<file path="config.mk">
export PLATFORM = sky130hd
export DESIGN_NAME = swx_stream_write
export DESIGN_NICKNAME = d
export VERILOG_FILES = /design/src/swx_pkg.sv /design/src/swx_timer_if.sv /design/src/swx_limit_timer.sv /design/src/swx_stream_write.sv
export VERILOG_INCLUDE_DIRS = /design/src
export SDC_FILE = /design/constraint.sdc
export NUM_CORES = 1
export LEC_CHECK = 0
export ABC_AREA = 0
export BUFFER_PORTS_ARGS = -buffer_cell sky130_fd_sc_hd__buf_2
export CORE_AREA = 2 2 239 241
export DETAILED_ROUTE_END_ITERATION = 8
export DIE_AREA = 0 0 241 243
export GPL_ROUTABILITY_DRIVEN = 0
export PLACE_DENSITY = 0.9
export SLEW_MARGIN = 20
export SYNTH_ARGS = -nofsm -noshare
export SYNTH_HDL_FRONTEND = slang
export SYNTH_HIERARCHICAL = 1
export SYNTH_SLANG_ARGS = --single-unit
</file>
<file path="constraint.sdc">
create_clock -name CLK_SYS -period 24.8 [get_ports CLK_SYS]
set_input_delay 2.48 -clock CLK_SYS [delete_from_list [all_inputs] [get_ports CLK_SYS]]
set_output_delay 2.48 -clock CLK_SYS [all_outputs]
set_load 0.02 [all_outputs]
</file>
<file path="src/swx_defs.svh">
`ifndef SWX_DEFS_SVH
`define SWX_DEFS_SVH

// Register offsets
`define SWX_OFF_FEATURE 5'h01
`define SWX_OFF_COUNT 5'h02
`define SWX_OFF_LBA_LOW 5'h03
`define SWX_OFF_LBA_MID 5'h04
`define SWX_OFF_LBA_HIGH 5'h05
`define SWX_OFF_DEVSEL 5'h06
`define SWX_OFF_COMMAND 5'h07
`define SWX_OFF_DEVCTL 5'h08
`define SWX_OFF_IRQ_STAT 5'h09
`define SWX_OFF_IRQ_MASK 5'h0a
`define SWX_OFF_DEF_LIMIT 5'h10
`define SWX_OFF_DEF_LAST 5'h17

// Command code
`define SWX_OP_WRITE_STREAM 8'h3b

// Feature option bits
`define SWX_FEAT_PRIO 7
`define SWX_FEAT_KEEP 6
`define SWX_FEAT_COMMIT 5
`define SWX_FEAT_RESUME 4

// Condition bits
`define SWX_ST_BUSY 7
`define SWX_ST_READY 6
`define SWX_ST_STREAM_ERR 5
`define SWX_ST_DRQ 3
`define SWX_ST_ERR 0

// Error flag bits
`define SWX_ERR_NOT_FOUND 4
`define SWX_ERR_ABORT 2
`define SWX_ERR_TLIM 0

// Upper byte select in device control
`define SWX_DEVCTL_UPPER 7

// Reset values
`define SWX_RST_BYTE 8'h00
`define SWX_RST_DEVSEL 8'h00
`define SWX_RST_MASK 3'h0

// Counts and timing
`define SWX_MAX_SECTORS 17'h10000
`define SWX_CLK_PERIOD_NS 100
`define SWX_US_NS 1000
`define SWX_CYC_PER_US \
  ((`SWX_US_NS + `SWX_CLK_PERIOD_NS - 1) / `SWX_CLK_PERIOD_NS)

`endif

</file>
<file path="src/swx_pkg.sv">
package swx_pkg;

  typedef enum logic [1:0] {
    SWX_IDLE,
    SWX_XFER,
    SWX_FLUSH,
    SWX_END
  } swx_state_e;

  typedef logic [47:0] swx_lba_t;
  typedef logic [23:0] swx_us_t;

endpackage

</file>
<file path="src/swx_timer_if.sv">
`timescale 1ns/1ps

interface swx_timer_if;
  logic load;
  logic [23:0] limit_us;
  logic stop;
  logic expired;
  logic running;

  modport ctrl (output load, output limit_us, output stop,
    input expired, input running);
  modport tmr (input load, input limit_us, input stop,
    output expired, output running);
endinterface

</file>
<file path="src/swx_limit_timer.sv">
`timescale 1ns/1ps

module swx_limit_timer
  import swx_pkg::*;
#(
  parameter int CYC_PER_US = 10,
  parameter swx_us_t MIN_LIMIT_US = 24'h000010
) (
  // Clock and reset
  input wire logic clk,
  input wire logic rst_n,
  // Control side
  swx_timer_if.tmr tif
);
  localparam int PW = (CYC_PER_US > 1) ? $clog2(CYC_PER_US) : 1;
  localparam logic [PW-1:0] PRE_LAST = PW'(CYC_PER_US - 1);

  logic [PW-1:0] pre;
  swx_us_t left;

  wire swx_us_t clamped = (tif.limit_us < MIN_LIMIT_US) ?
    MIN_LIMIT_US : tif.limit_us;
  wire tick = tif.running && (pre == PRE_LAST);
  wire last = tick && (left == 24'h000001);

  always_ff @(posedge clk or negedge rst_n) begin
    if (!rst_n) begin
      pre <= '0;
      left <= '0;
      tif.running <= 1'b0;
      tif.expired <= 1'b0;
    end else begin
      tif.expired <= 1'b0;
      if (tif.load) begin
        pre <= '0;
        left <= clamped;
        tif.running <= 1'b1;
      end else if (tif.stop) begin
        pre <= '0;
        tif.running <= 1'b0;
      end else if (tick) begin
        pre <= '0;
        left <= left - 24'h000001;
        if (last) begin
          tif.running <= 1'b0;
          tif.expired <= 1'b1;
        end
      end else if (tif.running) begin
        pre <= pre + 1'b1;
      end
    end
  end
endmodule // swx_limit_timer

</file>
<file path="src/swx_stream_write.sv">
`timescale 1ns/1ps
`include "swx_defs.svh"

// What this block does
// Command code 3Bh written to the command register starts this command.
// Moves 1 to 65536 sectors; a count of zero means 65536.
// Latest count write gives bits 7:0, the earlier one bits 15:8.
// Address: current bytes give 23:0, previous bytes give 47:24.
// Keep-going mode moves all data; ends stream error set, error clear.
// Keep-going mode and limit elapsed: stop, stream error, limit flag set.
// Limit flag, error bit 0, set whenever the time limit runs out.
// Priority request passed on; command must finish within the limit.
// Media commit: flush stream data before reporting completion.
// Resume: start at the stream's last reported error address.
// Feature bits 2:0 select the stream written.
// Limit in microseconds is previous feature byte times the time unit.
// Zero limit uses the stream default; zero default means no limit.
// Limit runs from the command write to the completion interrupt.
// A limit below the built-in minimum is raised to the minimum.
// Address registers return the first failing address, upper bytes too.
// In keep-going mode, tries to move all requested data within the limit.
// Without keep-going, end at the first error with error bit set.
module swx_stream_write
  import swx_pkg::*;
#(
  parameter logic [15:0] TIME_UNIT_US = 16'h0001,
  parameter swx_us_t MIN_LIMIT_US = 24'h000010
) (
  // Clock and reset
  input wire logic CLK_SYS,
  input wire logic RST_N,
  // Register port
  input wire logic [4:0] ADDR,
  input wire logic [7:0] WDATA,
  input wire logic WR,
  input wire logic RD,
  output logic [7:0] RDATA,
  // Media side
  input wire logic SECTOR_DONE,
  input wire logic SECTOR_ERR,
  input wire logic ERR_IS_NOT_FOUND,
  input wire logic FLUSH_DONE,
  output logic XFER_REQ,
  output logic [47:0] XFER_LBA,
  output logic [2:0] XFER_STREAM,
  output logic XFER_URGENT,
  output logic RECOVER,
  output logic FLUSH_REQ,
  // Interrupts
  output logic HOST_INT_REQ,
  output logic IRQ
);
  logic rst_q1;
  logic rst_n;
  swx_state_e state;
  swx_state_e next_state;
  logic [7:0] tf_cur [5];
  logic [7:0] tf_prev [5];
  logic [7:0] tf_view [5];
  logic [7:0] def_limit [8];
  swx_lba_t last_err [8];
  logic [7:0] devsel;
  logic [7:0] devctl;
  logic [16:0] remaining;
  swx_lba_t cur_lba;
  swx_lba_t fail_lba;
  logic bsy, keep, commit, resume, err_seen;
  logic st_err, st_strm, e_nf, e_abort, e_tlim;
  logic [2:0] irq_stat;
  logic [2:0] irq_mask;

  swx_timer_if tif ();

  // Reset release through two stages
  always_ff @(posedge CLK_SYS or negedge RST_N) begin
    if (!RST_N) begin
      rst_q1 <= 1'b0;
      rst_n <= 1'b0;
    end else begin
      rst_q1 <= 1'b1;
      rst_n <= rst_q1;
    end
  end

  swx_limit_timer #(
    .CYC_PER_US(`SWX_CYC_PER_US),
    .MIN_LIMIT_US(MIN_LIMIT_US)
  ) u_timer (
    .clk(CLK_SYS),
    .rst_n(rst_n),
    .tif(tif.tmr)
  );

  // Task-file fields
  wire [7:0] feat = tf_cur[0];
  wire [7:0] lim_byte = tf_prev[0];
  wire [15:0] cnt = {tf_prev[1], tf_cur[1]};
  wire swx_lba_t host_lba = {tf_prev[4], tf_prev[3], tf_prev[2],
    tf_cur[4], tf_cur[3], tf_cur[2]};
  wire [2:0] stream = feat[2:0];
  wire swx_lba_t resume_lba = last_err[stream];
  wire swx_lba_t start_lba = feat[`SWX_FEAT_RESUME] ?
    resume_lba : host_lba;

  // Command decode
  wire cmd_wr = WR && (ADDR == `SWX_OFF_COMMAND) && (state == SWX_IDLE);
  wire start = cmd_wr && (WDATA == `SWX_OP_WRITE_STREAM);
  wire bad_op = cmd_wr && !start;
  wire [16:0] start_count = (cnt == 16'h0000) ?
    `SWX_MAX_SECTORS : {1'b0, cnt};

  // Limit selection; zero in both places leaves the timer idle
  wire [7:0] eff_byte = (lim_byte != 8'h00) ?
    lim_byte : def_limit[stream];
  wire swx_us_t limit_us = 24'(eff_byte) * 24'(TIME_UNIT_US);
  assign tif.load = start && (eff_byte != 8'h00);
  assign tif.limit_us = limit_us;
  assign tif.stop = (state == SWX_END);
  wire expire = tif.expired;

  // Transfer events
  wire sector_ev = (state == SWX_XFER) && SECTOR_DONE;
  wire last_sector = (remaining == 17'h00001);
  wire err_ev = sector_ev && SECTOR_ERR;
  wire err_stop = err_ev && !keep;
  wire to_ev = expire && ((state == SWX_XFER) || (state == SWX_FLUSH));

  always_comb begin
    next_state = state;
    case (state)
      SWX_IDLE: begin
        if (start) begin
          next_state = SWX_XFER;
        end
      end
      SWX_XFER: begin
        if (to_ev || err_stop) begin
          next_state = SWX_END;
        end else if (sector_ev && last_sector) begin
          next_state = commit ? SWX_FLUSH : SWX_END;
        end
      end
      SWX_FLUSH: begin
        if (to_ev || FLUSH_DONE) begin
          next_state = SWX_END;
        end
      end
      SWX_END: next_state = SWX_IDLE;
      default: next_state = SWX_IDLE;
    endcase
  end

  // Registered so the pin carries no gate
  wire next_recover = (next_state == SWX_XFER) &&
    (start ? feat[`SWX_FEAT_RESUME] : resume);

  always_ff @(posedge CLK_SYS or negedge rst_n) begin
    if (!rst_n) begin
      state <= SWX_IDLE;
      XFER_REQ <= 1'b0;
      FLUSH_REQ <= 1'b0;
      RECOVER <= 1'b0;
    end else begin
      state <= next_state;
      XFER_REQ <= (next_state == SWX_XFER);
      FLUSH_REQ <= (next_state == SWX_FLUSH);
      RECOVER <= next_recover;
    end
  end

  // Task-file byte pairs: each write while not busy pushes current into previous
  genvar i;
  generate
    for (i = 0; i < 5; i++) begin : g_tf
      wire hit = WR && !bsy && (ADDR == 5'(i + 1));
      if (i >= 2) begin : g_addr
        wire load_fail = (state == SWX_END) && err_seen;
        always_ff @(posedge CLK_SYS or negedge rst_n) begin
          if (!rst_n) begin
            tf_cur[i] <= `SWX_RST_BYTE;
            tf_prev[i] <= `SWX_RST_BYTE;
          end else if (hit) begin
            tf_prev[i] <= tf_cur[i];
            tf_cur[i] <= WDATA;
          end else if (load_fail) begin
            tf_cur[i] <= fail_lba[8*(i-2) +: 8];
            tf_prev[i] <= fail_lba[24+8*(i-2) +: 8];
          end
        end
      end else begin : g_plain
        always_ff @(posedge CLK_SYS or negedge rst_n) begin
          if (!rst_n) begin
            tf_cur[i] <= `SWX_RST_BYTE;
            tf_prev[i] <= `SWX_RST_BYTE;
          end else if (hit) begin
            tf_prev[i] <= tf_cur[i];
            tf_cur[i] <= WDATA;
          end
        end
      end
      assign tf_view[i] = devctl[`SWX_DEVCTL_UPPER] ?
        tf_prev[i] : tf_cur[i];
    end
  endgenerate

  // Per-stream default limit and last error address
  genvar s;
  generate
    for (s = 0; s < 8; s++) begin : g_stream
      wire def_hit = WR && (ADDR == 5'(`SWX_OFF_DEF_LIMIT + s));
      wire err_hit = err_ev && !err_seen && (XFER_STREAM == 3'(s));
      always_ff @(posedge CLK_SYS or negedge rst_n) begin
        if (!rst_n) begin
          def_limit[s] <= `SWX_RST_BYTE;
          last_err[s] <= '0;
        end else begin
          if (def_hit) begin
            def_limit[s] <= WDATA;
          end
          if (err_hit) begin
            last_err[s] <= cur_lba;
          end
        end
      end
    end
  endgenerate

  always_ff @(posedge CLK_SYS or negedge rst_n) begin
    if (!rst_n) begin
      devsel <= `SWX_RST_DEVSEL;
      devctl <= `SWX_RST_BYTE;
    end else if (WR && ADDR == `SWX_OFF_DEVSEL) begin
      devsel <= WDATA;
    end else if (WR && ADDR == `SWX_OFF_DEVCTL) begin
      devctl <= WDATA;
    end
  end

  // Command progress and ending status
  always_ff @(posedge CLK_SYS or negedge rst_n) begin
    if (!rst_n) begin
      bsy <= 1'b0;
      keep <= 1'b0;
      commit <= 1'b0;
      resume <= 1'b0;
      err_seen <= 1'b0;
      remaining <= '0;
      cur_lba <= '0;
      fail_lba <= '0;
      st_err <= 1'b0;
      st_strm <= 1'b0;
      e_nf <= 1'b0;
      e_abort <= 1'b0;
      e_tlim <= 1'b0;
      XFER_STREAM <= 3'h0;
      XFER_URGENT <= 1'b0;
    end else if (start) begin
      bsy <= 1'b1;
      keep <= feat[`SWX_FEAT_KEEP];
      commit <= feat[`SWX_FEAT_COMMIT];
      resume <= feat[`SWX_FEAT_RESUME];
      XFER_STREAM <= stream;
      XFER_URGENT <= feat[`SWX_FEAT_PRIO];
      remaining <= start_count;
      cur_lba <= start_lba;
      err_seen <= 1'b0;
      fail_lba <= '0;
      st_err <= 1'b0;
      st_strm <= 1'b0;
      e_nf <= 1'b0;
      e_abort <= 1'b0;
      e_tlim <= 1'b0;
    end else if (bad_op) begin
      st_err <= 1'b1;
      st_strm <= 1'b0;
      e_abort <= 1'b1;
      e_nf <= 1'b0;
      e_tlim <= 1'b0;
    end else begin
      if (sector_ev) begin
        cur_lba <= cur_lba + 48'h000000000001;
        remaining <= remaining - 17'h00001;
      end
      if (err_ev) begin
        e_nf <= e_nf | ERR_IS_NOT_FOUND;
        e_abort <= e_abort | !ERR_IS_NOT_FOUND;
        if (!err_seen) begin
          err_seen <= 1'b1;
          fail_lba <= cur_lba;
        end
        if (keep) begin
          st_strm <= 1'b1;
        end else begin
          st_err <= 1'b1;
        end
      end
      if (to_ev) begin
        e_tlim <= 1'b1;
        if (keep) begin
          st_strm <= 1'b1;
        end else begin
          st_err <= 1'b1;
        end
      end
      if (state == SWX_END) begin
        bsy <= 1'b0;
      end
    end
  end

  assign XFER_LBA = cur_lba;

  // Status and interrupt
  wire status_rd = RD && (ADDR == `SWX_OFF_COMMAND);
  wire done_ev = (state == SWX_END) || bad_op;
  wire [2:0] ev = {err_ev, to_ev, done_ev};
  wire [2:0] clr = (WR && ADDR == `SWX_OFF_IRQ_STAT) ? WDATA[2:0] : 3'h0;
  wire [2:0] next_irq_stat = (irq_stat & ~clr) | ev;

  always_ff @(posedge CLK_SYS or negedge rst_n) begin
    if (!rst_n) begin
      HOST_INT_REQ <= 1'b0;
      irq_stat <= 3'h0;
      irq_mask <= `SWX_RST_MASK;
      IRQ <= 1'b0;
    end else begin
      HOST_INT_REQ <= done_ev | (HOST_INT_REQ & !status_rd);
      irq_stat <= next_irq_stat;
      if (WR && ADDR == `SWX_OFF_IRQ_MASK) begin
        irq_mask <= WDATA[2:0];
      end
      IRQ <= |(next_irq_stat & irq_mask);
    end
  end

  // Read side
  wire [7:0] err_byte = (8'(e_nf) << `SWX_ERR_NOT_FOUND) |
    (8'(e_abort) << `SWX_ERR_ABORT) | (8'(e_tlim) << `SWX_ERR_TLIM);
  wire [7:0] cond_byte = (8'(bsy) << `SWX_ST_BUSY) |
    (8'h01 << `SWX_ST_READY) | (8'(st_strm) << `SWX_ST_STREAM_ERR) |
    (8'(XFER_REQ) << `SWX_ST_DRQ) | (8'(st_err) << `SWX_ST_ERR);
  wire in_tf = (ADDR >= `SWX_OFF_COUNT) && (ADDR <= `SWX_OFF_LBA_HIGH);
  wire in_def = (ADDR >= `SWX_OFF_DEF_LIMIT) && (ADDR <= `SWX_OFF_DEF_LAST);
  wire [2:0] tf_idx = 3'(ADDR - 5'h01);
  wire [7:0] rd_val =
    (ADDR == `SWX_OFF_FEATURE) ? err_byte :
    in_tf ? tf_view[tf_idx] :
    (ADDR == `SWX_OFF_DEVSEL) ? devsel :
    (ADDR == `SWX_OFF_COMMAND) ? cond_byte :
    (ADDR == `SWX_OFF_DEVCTL) ? devctl :
    (ADDR == `SWX_OFF_IRQ_STAT) ? {5'h00, irq_stat} :
    (ADDR == `SWX_OFF_IRQ_MASK) ? {5'h00, irq_mask} :
    in_def ? def_limit[ADDR[2:0]] : 8'h00;

  always_ff @(posedge CLK_SYS or negedge rst_n) begin
    if (!rst_n) begin
      RDATA <= 8'h00;
    end else begin
      RDATA <= RD ? rd_val : 8'h00;
    end
  end
endmodule // swx_stream_write

</file>
==> impl_metrics.yaml <==
route:
  viasPerCell: 7.04
  vias: 25472
  routedWlPerCell_um: 26.9
  ant_nets: 0
  drc: 0
  dr.pass1.iters: 6
  wirelength_um: 97400
  drt_iter0_markers: 3267
clock_network:
  cts_setup_buffers: 0
  cts-root-buf: "clkbuf_16"
  cts_buffers: 75
  clock_sinks: 724
  ctsHoldBuffers: 0
  clk_latency_ns: 0.63
  ctsResizeCount: 0
  htree_levels: 3
  cts_tree: "built"
  clockBufferDepth: 3
  clkTransAtPathRegs_ns: 0.06
setup_path:
  endpoint_kind: "flop"
  path_cells: "buf_2 > buf_4 > ha_1 > nand4b_1 > nor4bb_4 > o41a_1 > clkinv_1 > o211ai_1 > nand3_1"
  worst-path-max-fanout: 38
  critPathBufInv: 3
  start_kind: "primary input"
  cp.depth: 9
  slowest_delay_ns: 0.93
  critPathRequiredTime_ns: 25.28
  reg2regPathDepth: 9
  critPathKind: "in -> reg"
  critPathTopFamily: "buffers and inverters"
  worst_path_max_delay_cell: "clkinv_1"
  cp.arrival_ns: 6.82
timing:
  setup_viol: 0
  tightestPinTransition_ns: 1.02
  clock.fmax_mhz: 158
  relSlewSlack: 0.322
  period_share: 0.255
  drv_slew: 0
  rsz0062_at_grt: "false"
  whs_ns: 0.351
  layout_min_cycle_time_ns: 6.34
  hold_violations: 0
  fin_setup_tns_ns: 0
  skew_ns: 0.0367
floorplanning:
  fp.dieH_um: 243
  core_mm2: 0.0560
  initial_core_util: 0.626
  die_w_um: 241
  die_area_mm2: 0.0586
  io_pins: 86
  rows: 87
synthesis:
  synth_top_family_by_area: "multiplexers"
  synth_edf_count: 0
  synthTopCellsByArea: "dfrtp_1 (52%), mux2_2 (15%), mux4_2 (9.3%), mux2i_1 (2.8%), nand2_1 (2.7%)"
  yosys.area_share.simple: 0.0931
  synthArstFlopShare: 1.00
  synth-seq-cells: 724
  synth-xor-area-share: 0.0110
  ys_seq_area_frac: 0.517
  synth_ff_type: "dfrtp_1"
  synth_warnings: 6
  synth_compound_area_frac: 0.0667
  synthAdderAreaFrac: 0.00607
  synth_cell_types: 73
  synth_top_area_frac: 0.517
  avgSynthCellArea_um2: 12.4
  synth_mux_area_frac: 0.275
  synthCells: 2821
  netlist_area_mm2: 0.0350
  yosys.area.top_type: "dfrtp_1"
grt:
  track_usage: 0.340
  grt_max_degree: 194
  grt_antenna_before_repair: 2
  overflow: 0
  grt_pass1_wl_um: 154000
  grt_pass1_vias: 26672
finish:
  antenna_cells: 0
  layout.nets: 2845
  drive_gt1_frac: 0.317
  synthToLayoutAreaGrowth_pct: 10.2
power_and_ir_drop:
  power.density_mw_per_mm2: 82.4
  intPower_mw: 2.24
  pwr-share-seq: 0.457
  max-vdd-ir-drop_mv: 0.0735
  p_comb_frac: 0.161
  p_leak_nw: 17.9
  p_sw_uw: 943
  power_frac_clock: 0.382
  switching_share: 0.296
  total_power_mw: 3.18
placed_design:
  hpwl_um: 58800
  portBuffers: 85
hold_path:
  whs_path_depth: 0
  hold_class: "reg -> reg"
flow_run:
  cap_violations: 0
outcome:
  status: "finished clean"
==> kinds of logic after synthesis <==
family / after synthesis
DFF: 724
muxes: 723
and+or+nand+nor: 675
AOI/OAI and AO/OA: 366
buffers and inverters: 270
xor gates and xnor gates: 44
adders and majority gates: 17
other: 2
==> registers in the layout, indices dropped and copies added (netlist names), 16 cells and up, named ones only <==
register	flops
def_limit	64
host_lba	48
last_err	384
fail_lba	48
u_timer/left	24
XFER_LBA	48
remaining	17
cnt	16
==> cell usage in the layout, fill, tap and decap left out, types with 46 or more instances in the layout <==
master     count
dfrtp_1      719
mux2i_1       97
clkbuf_16     78
o21ai_0       86
a21oi_1       93
nand2_1      248
mux2_2       482
a31oi_1       46
nor2_1       142
mux4_2       144
buf_2         85
nand3_1       63
==> layout make-up <==
class / instances / area [um^2]
inverters: 27 / 101
multi-input cells: 1858 / 16100
fillers: 3431 / 17300
clock buffers: 106 / 2250
clock inverters: 24 / 397
flip-flops and latches: 724 / 18100
repair buffers: 121 / 744
well taps: 756 / 946
==> power by group through the flow <==
stage	sequential (mW)	combinational, mW	clock (mW)
6_report	1.46	0.512	1.22
5_1_grt	1.46	0.545	1.27
2_1_floorplan	1.39	0.367	0
4_1_cts	1.44	0.497	1.22
3_5_place_dp	1.46	0.484	0
3_3_place_gp	1.45	0.462	0
==> synth_stat cells, types with 6 or more instances <==
cell type  number
a211oi_1        8
a21oi_1        93
a22o_1         34
a31oi_1        46
and2_1          9
and3_1         13
buf_1          22
buf_2          29
clkbuf_1      186
dfrtp_1       724
ha_1           17
inv_1          26
mux2_2        482
mux2i_1        97
mux4_2        144
nand2_1       251
nand3_1        66
nand4_1        23
nand4b_1        7
nor2_1        144
nor2b_1         7
nor3_1         41
nor4_1         24
o211ai_1       15
o21a_1          6
o21ai_0        86
o22ai_1         7
o31ai_1        22
or2_2           6
or3_1          15
or4_1          30
xnor2_1        31
xor2_1         13
==> per-layer routing <==
layer  global-route usage  wire length [um]  vias up
met4                0.188              6320        2
li1                     -                 -    10273
met1                0.443             34500    12860
met2                0.528             46000     1816
met5                    0                11        -
met3               0.0825             10600      521
==> stage by stage <==
stage	setup WS (ns)	cells	utilization	area [um^2]
global route	18.13	3616	0.690	38600
global placement	18.17	3485	0.642	35900
finish	18.46	3616	0.690	38600
detailed placement	17.97	3485	0.642	35900
CTS	18.53	3615	0.689	38600
floorplan	3.13	2852	-	35200
==> worst paths after layout <==
path / to / slack, ns / start
hold / removal: rst_n / 0.35 / rst_q1
setup reg to reg: u_timer/left[6] / 19.69 / feat[0]
setup / recovery: u_timer/left[6] / 18.46 / ADDR[0]
hold reg to reg: rst_n / 0.35 / rst_q1
min in group asynchronous: last_err[266] / 0.46 / rst_n
max in group asynchronous: def_limit[21] / 21.83 / rst_n
Power figures use the tool's default switching activity.
